### config.mk
export PLATFORM = sky130hd
export DESIGN_NAME = ulpx_link
export DESIGN_NICKNAME = d
export VERILOG_FILES = /design/src/ulpx_pkg.sv /design/src/ulpx_sync.sv /design/src/ulpx_ahb.sv /design/src/ulpx_link.sv
export SDC_FILE = /design/constraint.sdc
export NUM_CORES = 1
export LEC_CHECK = 0
export CAP_MARGIN = 30
export CORE_ASPECT_RATIO = 0.7
export CORE_MARGIN = 2
export CORE_UTILIZATION = 55
export DETAILED_ROUTE_END_ITERATION = 8
export DONT_BUFFER_PORTS = 1
export PLACE_DENSITY = 0.67
export SYNTH_ARGS = -nofsm -noshare
export SYNTH_HDL_FRONTEND = slang
export SYNTH_SLANG_ARGS = --single-unit
### constraint.sdc
create_clock -name clk -period 4.5 [get_ports clk]
set_clock_uncertainty 0.05 [all_clocks]
set_input_delay 0.45 -clock clk [delete_from_list [all_inputs] [get_ports clk]]
set_output_delay 0.45 -clock clk [all_outputs]
set_load 0.005 [all_outputs]
### src/ulpx_pkg.sv
package ulpx_pkg;

   // Register offsets on the AHB-Lite bus, one aligned word each.
   localparam logic [7:0] ULPX_OFS_CMD    = 8'h00;
   localparam logic [7:0] ULPX_OFS_TXDATA = 8'h04;
   localparam logic [7:0] ULPX_OFS_STATUS = 8'h08;
   localparam logic [7:0] ULPX_OFS_RXCMD  = 8'h0C;

   // Command register fields.
   localparam int ULPX_CMD_KIND_LSB = 0;
   localparam int ULPX_CMD_ADDR_LSB = 8;
   localparam int ULPX_CMD_PID_LSB  = 16;

   // Transmit data register fields.
   localparam int ULPX_TX_BYTE_LSB = 0;
   localparam int ULPX_TX_LAST_BIT = 8;
   localparam int ULPX_TX_FULL_BIT = 9;

   // Status register fields.
   localparam int ULPX_ST_BUSY_BIT  = 0;
   localparam int ULPX_ST_DONE_BIT  = 1;
   localparam int ULPX_ST_ALT_BIT   = 2;
   localparam int ULPX_ST_DIR_BIT   = 3;
   localparam int ULPX_ST_ABORT_BIT = 4;
   localparam int ULPX_ST_RDAT_LSB  = 8;
   localparam int ULPX_ST_RXC_LSB   = 16;

   // Receive-command register fields.
   localparam int ULPX_RX_BYTE_LSB  = 0;
   localparam int ULPX_RX_COUNT_LSB = 8;

   // Transmit-command byte layout: two code bits above a six-bit payload.
   localparam logic [1:0] ULPX_CODE_IDLE   = 2'b00;
   localparam logic [1:0] ULPX_CODE_PACKET = 2'b01;
   localparam logic [1:0] ULPX_CODE_REGW   = 2'b10;
   localparam logic [1:0] ULPX_CODE_REGR   = 2'b11;
   localparam logic [5:0] ULPX_PAYLOAD_EXT = 6'h2F;
   localparam logic [7:0] ULPX_BUS_IDLE    = 8'h00;

   // Receive-command byte bit positions.
   localparam int ULPX_RXC_LINE_LSB = 0;
   localparam int ULPX_RXC_VBUS_LSB = 2;
   localparam int ULPX_RXC_EVT_LSB  = 4;
   localparam int ULPX_RXC_ID_BIT   = 6;
   localparam int ULPX_RXC_ALT_BIT  = 7;

   typedef enum logic [2:0] {
      ULPX_K_NOOP  = 3'b000,
      ULPX_K_NOPID = 3'b001,
      ULPX_K_PID   = 3'b010,
      ULPX_K_REGW  = 3'b011,
      ULPX_K_EXTW  = 3'b100,
      ULPX_K_REGR  = 3'b101,
      ULPX_K_EXTR  = 3'b110
   } ulpx_kind_t;

   typedef enum logic [2:0] {
      ULPX_S_IDLE  = 3'b000,
      ULPX_S_CMD   = 3'b001,
      ULPX_S_ADDR  = 3'b010,
      ULPX_S_WDATA = 3'b011,
      ULPX_S_TXDAT = 3'b100,
      ULPX_S_STOP  = 3'b101,
      ULPX_S_TURN  = 3'b110,
      ULPX_S_RDATA = 3'b111
   } ulpx_state_t;

endpackage

### src/ulpx_sync.sv
`timescale 1ns/1ps
module ulpx_sync #(
   parameter int W = 1
) (
   input  wire logic         clk,
   input  wire logic         sys_rst,
   input  wire logic [W-1:0] d,
   output logic      [W-1:0] q
);
   typedef struct packed {
      logic [W-1:0] meta;
      logic [W-1:0] sync;
   } ulpx_sync_t;

   ulpx_sync_t r;
   ulpx_sync_t next_r;

   always_comb begin
      next_r.meta = d;
      next_r.sync = r.meta;
   end

   always_ff @(posedge clk) begin
      if (sys_rst) begin
         r <= '0;
      end else begin
         r <= next_r;
      end
   end

   assign q = r.sync;
endmodule

### src/ulpx_ahb.sv
`timescale 1ns/1ps
module ulpx_ahb (
   input  wire logic        clk,
   input  wire logic        sys_rst,
   input  wire logic        hsel,
   input  wire logic [31:0] haddr,
   input  wire logic [1:0]  htrans,
   input  wire logic        hwrite,
   input  wire logic [2:0]  hsize,
   input  wire logic [31:0] hwdata,
   input  wire logic        hready,
   output logic      [31:0] hrdata,
   output logic             hreadyout,
   output logic             hresp,
   output logic             wr_en,
   output logic      [7:0]  reg_addr,
   output logic      [31:0] wr_data,
   input  wire logic [31:0] rd_data
);
   typedef struct packed {
      logic        wr_pend;
      logic        rd_pend;
      logic        rd_done;
      logic [7:0]  addr;
      logic [31:0] rdata;
   } ulpx_ahb_t;

   ulpx_ahb_t r;
   ulpx_ahb_t next_r;
   logic      take;

   // Only whole-word transfers are issued, so hsize needs no decoding.
   assign take = hsel && htrans[1] && hready;

   always_comb begin
      next_r = r;
      next_r.wr_pend = 1'b0;
      next_r.rd_done = 1'b0;
      if (r.rd_pend) begin
         next_r.rd_pend = 1'b0;
         next_r.rd_done = 1'b1;
         next_r.rdata   = rd_data;
      end
      if (take) begin
         next_r.addr    = haddr[7:0];
         next_r.wr_pend = hwrite;
         next_r.rd_pend = !hwrite;
      end
   end

   always_ff @(posedge clk) begin
      if (sys_rst) begin
         r <= '0;
      end else begin
         r <= next_r;
      end
   end

   // Reads insert one wait state so that hrdata comes from a flip-flop.
   assign hreadyout = !r.rd_pend;
   assign hrdata    = r.rdata;
   assign hresp     = 1'b0;
   assign wr_en     = r.wr_pend;
   assign reg_addr  = r.addr;
   assign wr_data   = hwdata;
endmodule

### src/ulpx_link.sv
// Operation
// - Drive all-zero bus whenever nothing to send.
// - Send nonzero command, await acceptance, then data.
// - Code 00 with zero payload is no-operation.
// - Code 01 zero payload sends signalling without PID.
// - Code 01 with low nibble sends PID packet.
// - Extended write sends 8-bit address before data.
// - Register write carries 6-bit immediate address.
// - Extended read sends 8-bit address after acceptance.
// - Register read carries 6-bit immediate address.
// - Never send a command outside defined set.
// - Accept status bytes at any moment, even mid-packet.
// - Never depend on status after low-power exit.
//
// The AHB-Lite register port and the placing of the registers were decided locally.
`timescale 1ns/1ps
module ulpx_link
   import ulpx_pkg::*;
#(
   // Width of the wrapping count of status bytes.
   parameter int CNT_W = 8
) (
   input  wire logic        clk,
   input  wire logic        sys_rst,
   input  wire logic        hsel,
   input  wire logic [31:0] haddr,
   input  wire logic [1:0]  htrans,
   input  wire logic        hwrite,
   input  wire logic [2:0]  hsize,
   input  wire logic [31:0] hwdata,
   input  wire logic        hready,
   output logic      [31:0] hrdata,
   output logic             hreadyout,
   output logic             hresp,
   input  wire logic        ulpi_dir,
   input  wire logic        ulpi_nxt,
   input  wire logic [7:0]  ulpi_data_in,
   output logic      [7:0]  ulpi_data_out,
   output logic             ulpi_data_oe,
   output logic             ulpi_stp,
   output logic      [1:0]  line_state,
   output logic      [1:0]  vbus_state,
   output logic      [1:0]  rx_event,
   output logic             id_level
);

   typedef struct packed {
      ulpx_state_t      state;
      ulpx_kind_t       kind;
      logic [7:0]       addr;
      logic [3:0]       pid;
      logic [7:0]       tx_byte;
      logic             tx_last;
      logic             tx_full;
      logic             done;
      logic             abort;
      logic             alternate_event_flag;
      logic [7:0]       rd_byte;
      logic [7:0]       rxcmd;
      logic [CNT_W-1:0] rx_count;
      logic             dir_prev;
      logic [7:0]       dout;
      logic             oe;
      logic             stp;
   } ulpx_link_t;

   ulpx_link_t r;
   ulpx_link_t next_r;

   logic        wr_en;
   logic [7:0]  reg_addr;
   logic [31:0] wr_data;
   logic [31:0] rd_data;
   logic [9:0]  pins_s;
   logic        dir_s;
   logic        nxt_s;
   logic [7:0]  din_s;
   logic        turn;
   logic        rx_take;

   ulpx_ahb u_ahb (
      .clk       (clk),
      .sys_rst   (sys_rst),
      .hsel      (hsel),
      .haddr     (haddr),
      .htrans    (htrans),
      .hwrite    (hwrite),
      .hsize     (hsize),
      .hwdata    (hwdata),
      .hready    (hready),
      .hrdata    (hrdata),
      .hreadyout (hreadyout),
      .hresp     (hresp),
      .wr_en     (wr_en),
      .reg_addr  (reg_addr),
      .wr_data   (wr_data),
      .rd_data   (rd_data)
   );

   ulpx_sync #(
      .W (10)
   ) u_sync (
      .clk     (clk),
      .sys_rst (sys_rst),
      .d       ({ulpi_dir, ulpi_nxt, ulpi_data_in}),
      .q       (pins_s)
   );

   assign dir_s = pins_s[9];
   assign nxt_s = pins_s[8];
   assign din_s = pins_s[7:0];

   // A change of direction costs one turnaround cycle in which nobody drives.
   assign turn = dir_s != r.dir_prev;

   // Status bytes come while the device owns the bus with acceptance low.
   assign rx_take = dir_s && !turn && !nxt_s && (r.state != ULPX_S_RDATA);

   // Builds the transmit-command byte; only the defined encodings can leave.
   function automatic logic [7:0] ulpx_txcmd(input ulpx_kind_t k, input logic [7:0] a,
                                             input logic [3:0] p);
      logic [7:0] b;
      b = ULPX_BUS_IDLE;
      case (k)
         ULPX_K_NOPID: b = {ULPX_CODE_PACKET, 6'h00};
         ULPX_K_PID:   b = {ULPX_CODE_PACKET, 2'b00, p};
         ULPX_K_REGW:  b = {ULPX_CODE_REGW, a[5:0]};
         ULPX_K_EXTW:  b = {ULPX_CODE_REGW, ULPX_PAYLOAD_EXT};
         ULPX_K_REGR:  b = {ULPX_CODE_REGR, a[5:0]};
         ULPX_K_EXTR:  b = {ULPX_CODE_REGR, ULPX_PAYLOAD_EXT};
         default:      b = {ULPX_CODE_IDLE, 6'h00};
      endcase
      return b;
   endfunction

   // An immediate address of 6'h2F would alias the extended code, so it is refused.
   function automatic logic ulpx_legal(input ulpx_kind_t k, input logic [7:0] a);
      logic ok;
      ok = 1'b0;
      case (k)
         ULPX_K_NOOP, ULPX_K_NOPID, ULPX_K_PID, ULPX_K_EXTW, ULPX_K_EXTR: ok = 1'b1;
         ULPX_K_REGW, ULPX_K_REGR: ok = (a[5:0] != ULPX_PAYLOAD_EXT) && (a[7:6] == 2'b00);
         default: ok = 1'b0;
      endcase
      return ok;
   endfunction

   always_comb begin
      rd_data = 32'h0000_0000;
      case (reg_addr)
         ULPX_OFS_CMD: begin
            rd_data[ULPX_CMD_KIND_LSB +: 3] = r.kind;
            rd_data[ULPX_CMD_ADDR_LSB +: 8] = r.addr;
            rd_data[ULPX_CMD_PID_LSB +: 4]  = r.pid;
         end
         ULPX_OFS_TXDATA: begin
            rd_data[ULPX_TX_BYTE_LSB +: 8] = r.tx_byte;
            rd_data[ULPX_TX_LAST_BIT]      = r.tx_last;
            rd_data[ULPX_TX_FULL_BIT]      = r.tx_full;
         end
         ULPX_OFS_STATUS: begin
            rd_data[ULPX_ST_BUSY_BIT]      = r.state != ULPX_S_IDLE;
            rd_data[ULPX_ST_DONE_BIT]      = r.done;
            rd_data[ULPX_ST_ALT_BIT]       = r.alternate_event_flag;
            // Direction is live so software sees a device holding the bus.
            rd_data[ULPX_ST_DIR_BIT]       = dir_s;
            rd_data[ULPX_ST_ABORT_BIT]     = r.abort;
            rd_data[ULPX_ST_RDAT_LSB +: 8] = r.rd_byte;
            rd_data[ULPX_ST_RXC_LSB +: 8]  = r.rxcmd;
         end
         ULPX_OFS_RXCMD: begin
            rd_data[ULPX_RX_BYTE_LSB +: 8]      = r.rxcmd;
            rd_data[ULPX_RX_COUNT_LSB +: CNT_W] = r.rx_count;
         end
         default: rd_data = 32'h0000_0000;
      endcase
   end

   always_comb begin
      next_r = r;
      next_r.dir_prev = dir_s;

      // Software writes; hardware sets below take precedence over clears.
      if (wr_en) begin
         case (reg_addr)
            ULPX_OFS_CMD: begin
               // A refused command leaves busy, done and abort as they were.
               if (r.state == ULPX_S_IDLE &&
                   ulpx_legal(ulpx_kind_t'(wr_data[ULPX_CMD_KIND_LSB +: 3]),
                              wr_data[ULPX_CMD_ADDR_LSB +: 8])) begin
                  next_r.kind  = ulpx_kind_t'(wr_data[ULPX_CMD_KIND_LSB +: 3]);
                  next_r.addr  = wr_data[ULPX_CMD_ADDR_LSB +: 8];
                  next_r.pid   = wr_data[ULPX_CMD_PID_LSB +: 4];
                  next_r.state = ULPX_S_CMD;
                  next_r.done  = 1'b0;
                  next_r.abort = 1'b0;
               end
            end
            ULPX_OFS_TXDATA: begin
               // A write to a full holding register is dropped.
               if (!r.tx_full) begin
                  next_r.tx_byte = wr_data[ULPX_TX_BYTE_LSB +: 8];
                  next_r.tx_last = wr_data[ULPX_TX_LAST_BIT];
                  next_r.tx_full = 1'b1;
               end
            end
            ULPX_OFS_STATUS: begin
               if (wr_data[ULPX_ST_DONE_BIT]) begin
                  next_r.done = 1'b0;
               end
               if (wr_data[ULPX_ST_ALT_BIT]) begin
                  next_r.alternate_event_flag = 1'b0;
               end
            end
            default: begin
            end
         endcase
      end

      // Every status byte is taken into rxcmd and counted; nothing waits for one to arrive.
      if (rx_take) begin
         next_r.rxcmd    = din_s;
         // The count wraps; software takes differences between reads.
         next_r.rx_count = r.rx_count + 1'b1;
         if (din_s[ULPX_RXC_ALT_BIT]) begin
            next_r.alternate_event_flag = 1'b1;
         end
      end

      case (r.state)
         ULPX_S_IDLE: begin
         end
         ULPX_S_CMD: begin
            // A device that takes the bus first simply delays the command.
            if (r.kind == ULPX_K_NOOP) begin
               next_r.state = ULPX_S_IDLE;
               next_r.done  = 1'b1;
            end else if (!dir_s && !turn && nxt_s) begin
               case (r.kind)
                  ULPX_K_EXTW, ULPX_K_EXTR: next_r.state = ULPX_S_ADDR;
                  ULPX_K_REGW:              next_r.state = ULPX_S_WDATA;
                  ULPX_K_REGR:              next_r.state = ULPX_S_TURN;
                  default:                  next_r.state = ULPX_S_TXDAT;
               endcase
            end
         end
         ULPX_S_ADDR: begin
            // A device that takes the bus here ends the transfer.
            if (dir_s) begin
               next_r.state = ULPX_S_IDLE;
               next_r.abort = 1'b1;
               next_r.done  = 1'b1;
            end else if (nxt_s) begin
               next_r.state = (r.kind == ULPX_K_EXTW) ? ULPX_S_WDATA : ULPX_S_TURN;
            end
         end
         ULPX_S_WDATA: begin
            // The byte stands until the device accepts it.
            if (dir_s) begin
               next_r.state = ULPX_S_IDLE;
               next_r.abort = 1'b1;
               next_r.done  = 1'b1;
            end else if (nxt_s && r.tx_full) begin
               next_r.tx_full = 1'b0;
               next_r.state   = ULPX_S_STOP;
            end
         end
         ULPX_S_TXDAT: begin
            // The byte in the holding register is consumed on each acceptance.
            if (dir_s) begin
               next_r.state = ULPX_S_IDLE;
               next_r.abort = 1'b1;
               next_r.done  = 1'b1;
            end else if (nxt_s && r.tx_full) begin
               next_r.tx_full = 1'b0;
               if (r.tx_last) begin
                  next_r.state = ULPX_S_STOP;
               end
            end
         end
         ULPX_S_STOP: begin
            // Stop lasts one cycle with the idle byte on the bus.
            next_r.state = ULPX_S_IDLE;
            next_r.done  = 1'b1;
         end
         ULPX_S_TURN: begin
            // Acceptance at the turnaround means the read was pre-empted.
            if (dir_s && turn) begin
               next_r.state = nxt_s ? ULPX_S_IDLE : ULPX_S_RDATA;
               next_r.abort = nxt_s;
               next_r.done  = nxt_s;
            end
         end
         ULPX_S_RDATA: begin
            // The register byte follows the turnaround cycle directly.
            next_r.rd_byte = din_s;
            next_r.state   = ULPX_S_IDLE;
            next_r.done    = 1'b1;
         end
         default: next_r.state = ULPX_S_IDLE;
      endcase

      // Data and stop follow the next state, enable follows direction and turnaround, so that the pins come from flip-flops.
      next_r.oe  = !dir_s && !turn;
      next_r.stp = next_r.state == ULPX_S_STOP;
      case (next_r.state)
         ULPX_S_CMD:   next_r.dout = ulpx_txcmd(next_r.kind, next_r.addr, next_r.pid);
         ULPX_S_ADDR:  next_r.dout = next_r.addr;
         ULPX_S_WDATA: next_r.dout = next_r.tx_byte;
         ULPX_S_TXDAT: next_r.dout = next_r.tx_byte;
         default:      next_r.dout = ULPX_BUS_IDLE;
      endcase
   end

   // Reset leaves the bus idle and undriven.
   always_ff @(posedge clk) begin
      if (sys_rst) begin
         r <= '0;
      end else begin
         r <= next_r;
      end
   end

   assign ulpi_data_out = r.dout;
   assign ulpi_data_oe  = r.oe;
   assign ulpi_stp      = r.stp;

   // Decoded status fields; meaning of line state depends on the selected mode.
   assign line_state = r.rxcmd[ULPX_RXC_LINE_LSB +: 2];
   assign vbus_state = r.rxcmd[ULPX_RXC_VBUS_LSB +: 2];
   assign rx_event   = r.rxcmd[ULPX_RXC_EVT_LSB +: 2];
   assign id_level   = r.rxcmd[ULPX_RXC_ID_BIT];

endmodule

==> results_dict.tcl <==
set metrics [dict create \
    worst-path-stages 10 \
    crit_chain "nor3_4, nand4_2, a21oi_2, mux2i_1, inv_1, ha_1, or3b_1, a211o_1, a21bo_4, o221ai_2" \
    cts_resized 0 \
    grt_max_degree 115 \
    synth_cells 629 \
    cts.sinks 120 \
    syn2layout_area_growth_pct 5.42 \
    ys_ff_latch 120 \
    clockPowerShare 0.549 \
    ys_types 74 \
    rsz0062_at_grt "no" \
    slew_viol_final 0 \
    combPwrFrac 0.024 \
    cp-start-kind "flop" \
    diodes 0 \
    fillers 865 \
    p_sw_frac 0.223 \
    crit_type "flop to flop" \
    max_cap_violations 0 \
    setup_tns_ns 0 \
    clockRootBuffer "clkbuf_16" \
    internal-power_uw 1990 \
    post-route-util 0.604 \
    hold_class "primary input to flop" \
    period_minus_slack_ns 2.99 \
    synth_ff_type "dfxtp_1" \
    ios 135 \
    ctsLongestPathBuffers 2 \
    hpwl_um 9770 \
    synth_edf_count 0 \
    switchingPower_uw 569 \
    status "complete, no violations" \
    crit_buf_inv 1 \
    cts_buffers 17 \
    cp_max_fo 19 \
    reg2reg_slack_ns 1.51 \
    tritoncts "yes" \
    htree_levels 4 \
    drt-pass1-iter-count 5 \
    power.leakage_uw 0.00215 \
    antenna_found_initial 0 \
    crit_slowest_cell "dfxtp_1" \
    ys_seq_area_frac 0.428 \
    cp-end-kind "flop" \
    yosysWarnings 0 \
    power.density_nw_per_um2 432 \
    cpLargestDelayFamily "compound AO/OA/AOI/OAI gates" \
    viasPerCell 5.81 \
    ant_nets 0 \
    fmax_mhz 335 \
    fin_crit_sh 0.664 \
    drtIter0Drc 418 \
    wire_per_inst_um 19.1 \
    pwr-share-seq 0.426 \
    die_y_um 88.5 \
    grt_pass1_vias 3840 \
    num_vias 4163 \
    setup_viol 0 \
    portBuffers 0 \
    syn_area_um2 5610 \
    die_x_um 125 \
    clk_pin_slew_ns 0.06 \
    dp_cells 684 \
    coreArea_um2 9800 \
    drive_above_1_share 0.126 \
    slowest_delay_ns 0.56 \
    grt_usage 0.254 \
    regArea_um2 2400 \
    dpl_worst_slack_ns 1.50 \
    r2r_cells 10 \
    cts_setup_buffers 0 \
    grt_pass1_wl_um 21300 \
    wl_um 13700 \
    worst_ir_drop_vdd_uv 379 \
    start_util 0.573 \
    ctsHoldBuffers 0 \
    async_reset_ff_frac 0 \
    worstMarginPinSlew_ns 0.855 \
    worstPathRequired_ns 4.78 \
    rows 30 \
    place.gp.congestion 0.940 \
    layout.cells.non_filler 716 \
    clk_latency_ns 0.41 \
    avgSynthCellArea_um2 8.93 \
    dieArea_um2 11000 \
    final_nets 664 \
    drc 0 \
    critical_path_arrival_ns 3.27 \
    multi_input_area_um2 2690 \
    hold_violations 0 \
    hold_depth 1 \
    fin_ws_ns 1.51 \
    slew_headroom 0.425 \
    grt_overflow 0 \
]
==> stage by stage <==
| step | hold WS [ns] | area, um^2 | power, uW |
|---|---|---|---|
| final | 0.0586 | 5920 | 2550 |
| after CTS | 0.0484 | 5920 | 2570 |
| after detailed placement | 0.373 | 5300 | 1170 |
| after global placement | 0.375 | 5300 | 1170 |
| after global routing | 0.0487 | 5920 | 2630 |
| after floorplan | 0.364 | 5640 | 1180 |
==> power by group through the flow <==
stage / clock network, uW / logic (uW) / registers [uW]
2_1_floorplan: 0 / 74.2 / 1110
3_3_place_gp: 0 / 59.0 / 1110
3_5_place_dp: 0 / 60.4 / 1110
4_1_cts: 1420 / 61.1 / 1090
5_1_grt: 1470 / 67.9 / 1090
6_report: 1400 / 61.6 / 1090
==> synthesized netlist by cell type (7+ instances only) <==
cell      count  area [um^2]
a22oi_1      14          105
nor3_1        7         35.0
o21ai_0      16         80.1
nand2_1      85          319
a21oi_1      45          225
nor2b_1      31          194
mux2i_1      26          260
buf_4        48          360
clkbuf_1     22         82.6
dfxtp_1     120         2400
nor2_1       59          221
nand3_1      20          100
inv_1         8         30.0
mux2_2       11          124
==> registers in the layout, indices dropped and copies added, names as in the netlist <==
register        count
id_level            1
u_ahb.reg_addr      8
u_ahb.r             1
u_ahb.wr_en         1
u_sync.q           10
rx_event            2
ulpi_data_oe        1
u_sync.next_r      10
vbus_state          2
ulpi_stp            1
line_state          2
r                  49
ulpi_data_out       8
u_ahb.hrdata       24
==> area by class of cell <==
type | count | area share
inverters | 9 | 0.00571
flip-flops and latches | 120 | 0.406
well taps | 128 | 0.0271
repair buffers | 2 | 0.00254
clock inverters | 15 | 0.0321
multi-input cells | 425 | 0.455
clock buffers | 17 | 0.0719
==> metal layers <==
| metal | vias to the layer above | global-route usage | wire [um] |
|---|---|---|---|
| met4 | 0 | 0.0899 | 148 |
| met5 | - | 0 | 0 |
| met2 | 190 | 0.362 | 5650 |
| met3 | 19 | 0.0822 | 1360 |
| li1 | 2001 | - | - |
| met1 | 1953 | 0.364 | 6540 |
==> cell families after synthesis <==
| group | count (synthesis) | share of synthesized area |
|---|---|---|
| adder cells (fa/ha/maj) | 5 | 0.0111 |
| AO/OA/AOI/OAI | 113 | 0.139 |
| flip-flops | 120 | 0.428 |
| AND/OR/NAND/NOR | 247 | 0.218 |
| multiplexers | 43 | 0.0925 |
| other | 1 | 0.000668 |
| XOR/XNOR | 8 | 0.0125 |
| buffers and inverters | 92 | 0.0981 |
==> path summary, 6_finish.rpt <==
path	from	end
setup reg to reg	u_ahb.reg_addr[2]$_SDFFE_PP0P_	ulpi_data_out[3]$_SDFF_PP0_
hold reg to reg	u_sync.next_r[9]$_SDFF_PP0_	u_sync.q[9]$_SDFF_PP0_
hold / removal	sys_rst	r[61]$_SDFF_PP0_
setup / recovery	u_ahb.reg_addr[2]$_SDFFE_PP0P_	ulpi_data_out[3]$_SDFF_PP0_
==> cells in the final DEF, fill, tap and decap left out, drive strengths merged, types with 4 or more instances in the layout <==
cell	Yosys	layout
a21oi	47	47
mux2i	27	27
clkinv	1	4
mux2	11	11
nand2b	5	5
mux4	5	5
o221ai	4	4
o22ai	5	5
nor2	59	59
and2	5	5
dfxtp	120	120
ha	5	5
nor3	10	10
inv	8	14
nand3	20	20
nor2b	31	31
conb	1	9
nand2	86	86
xor2	5	5
clkbuf	23	17
and3	5	5
o21ai	16	16
a22oi	15	15
nand4	6	6
Note: power is estimated with default switching activity, not from simulation.
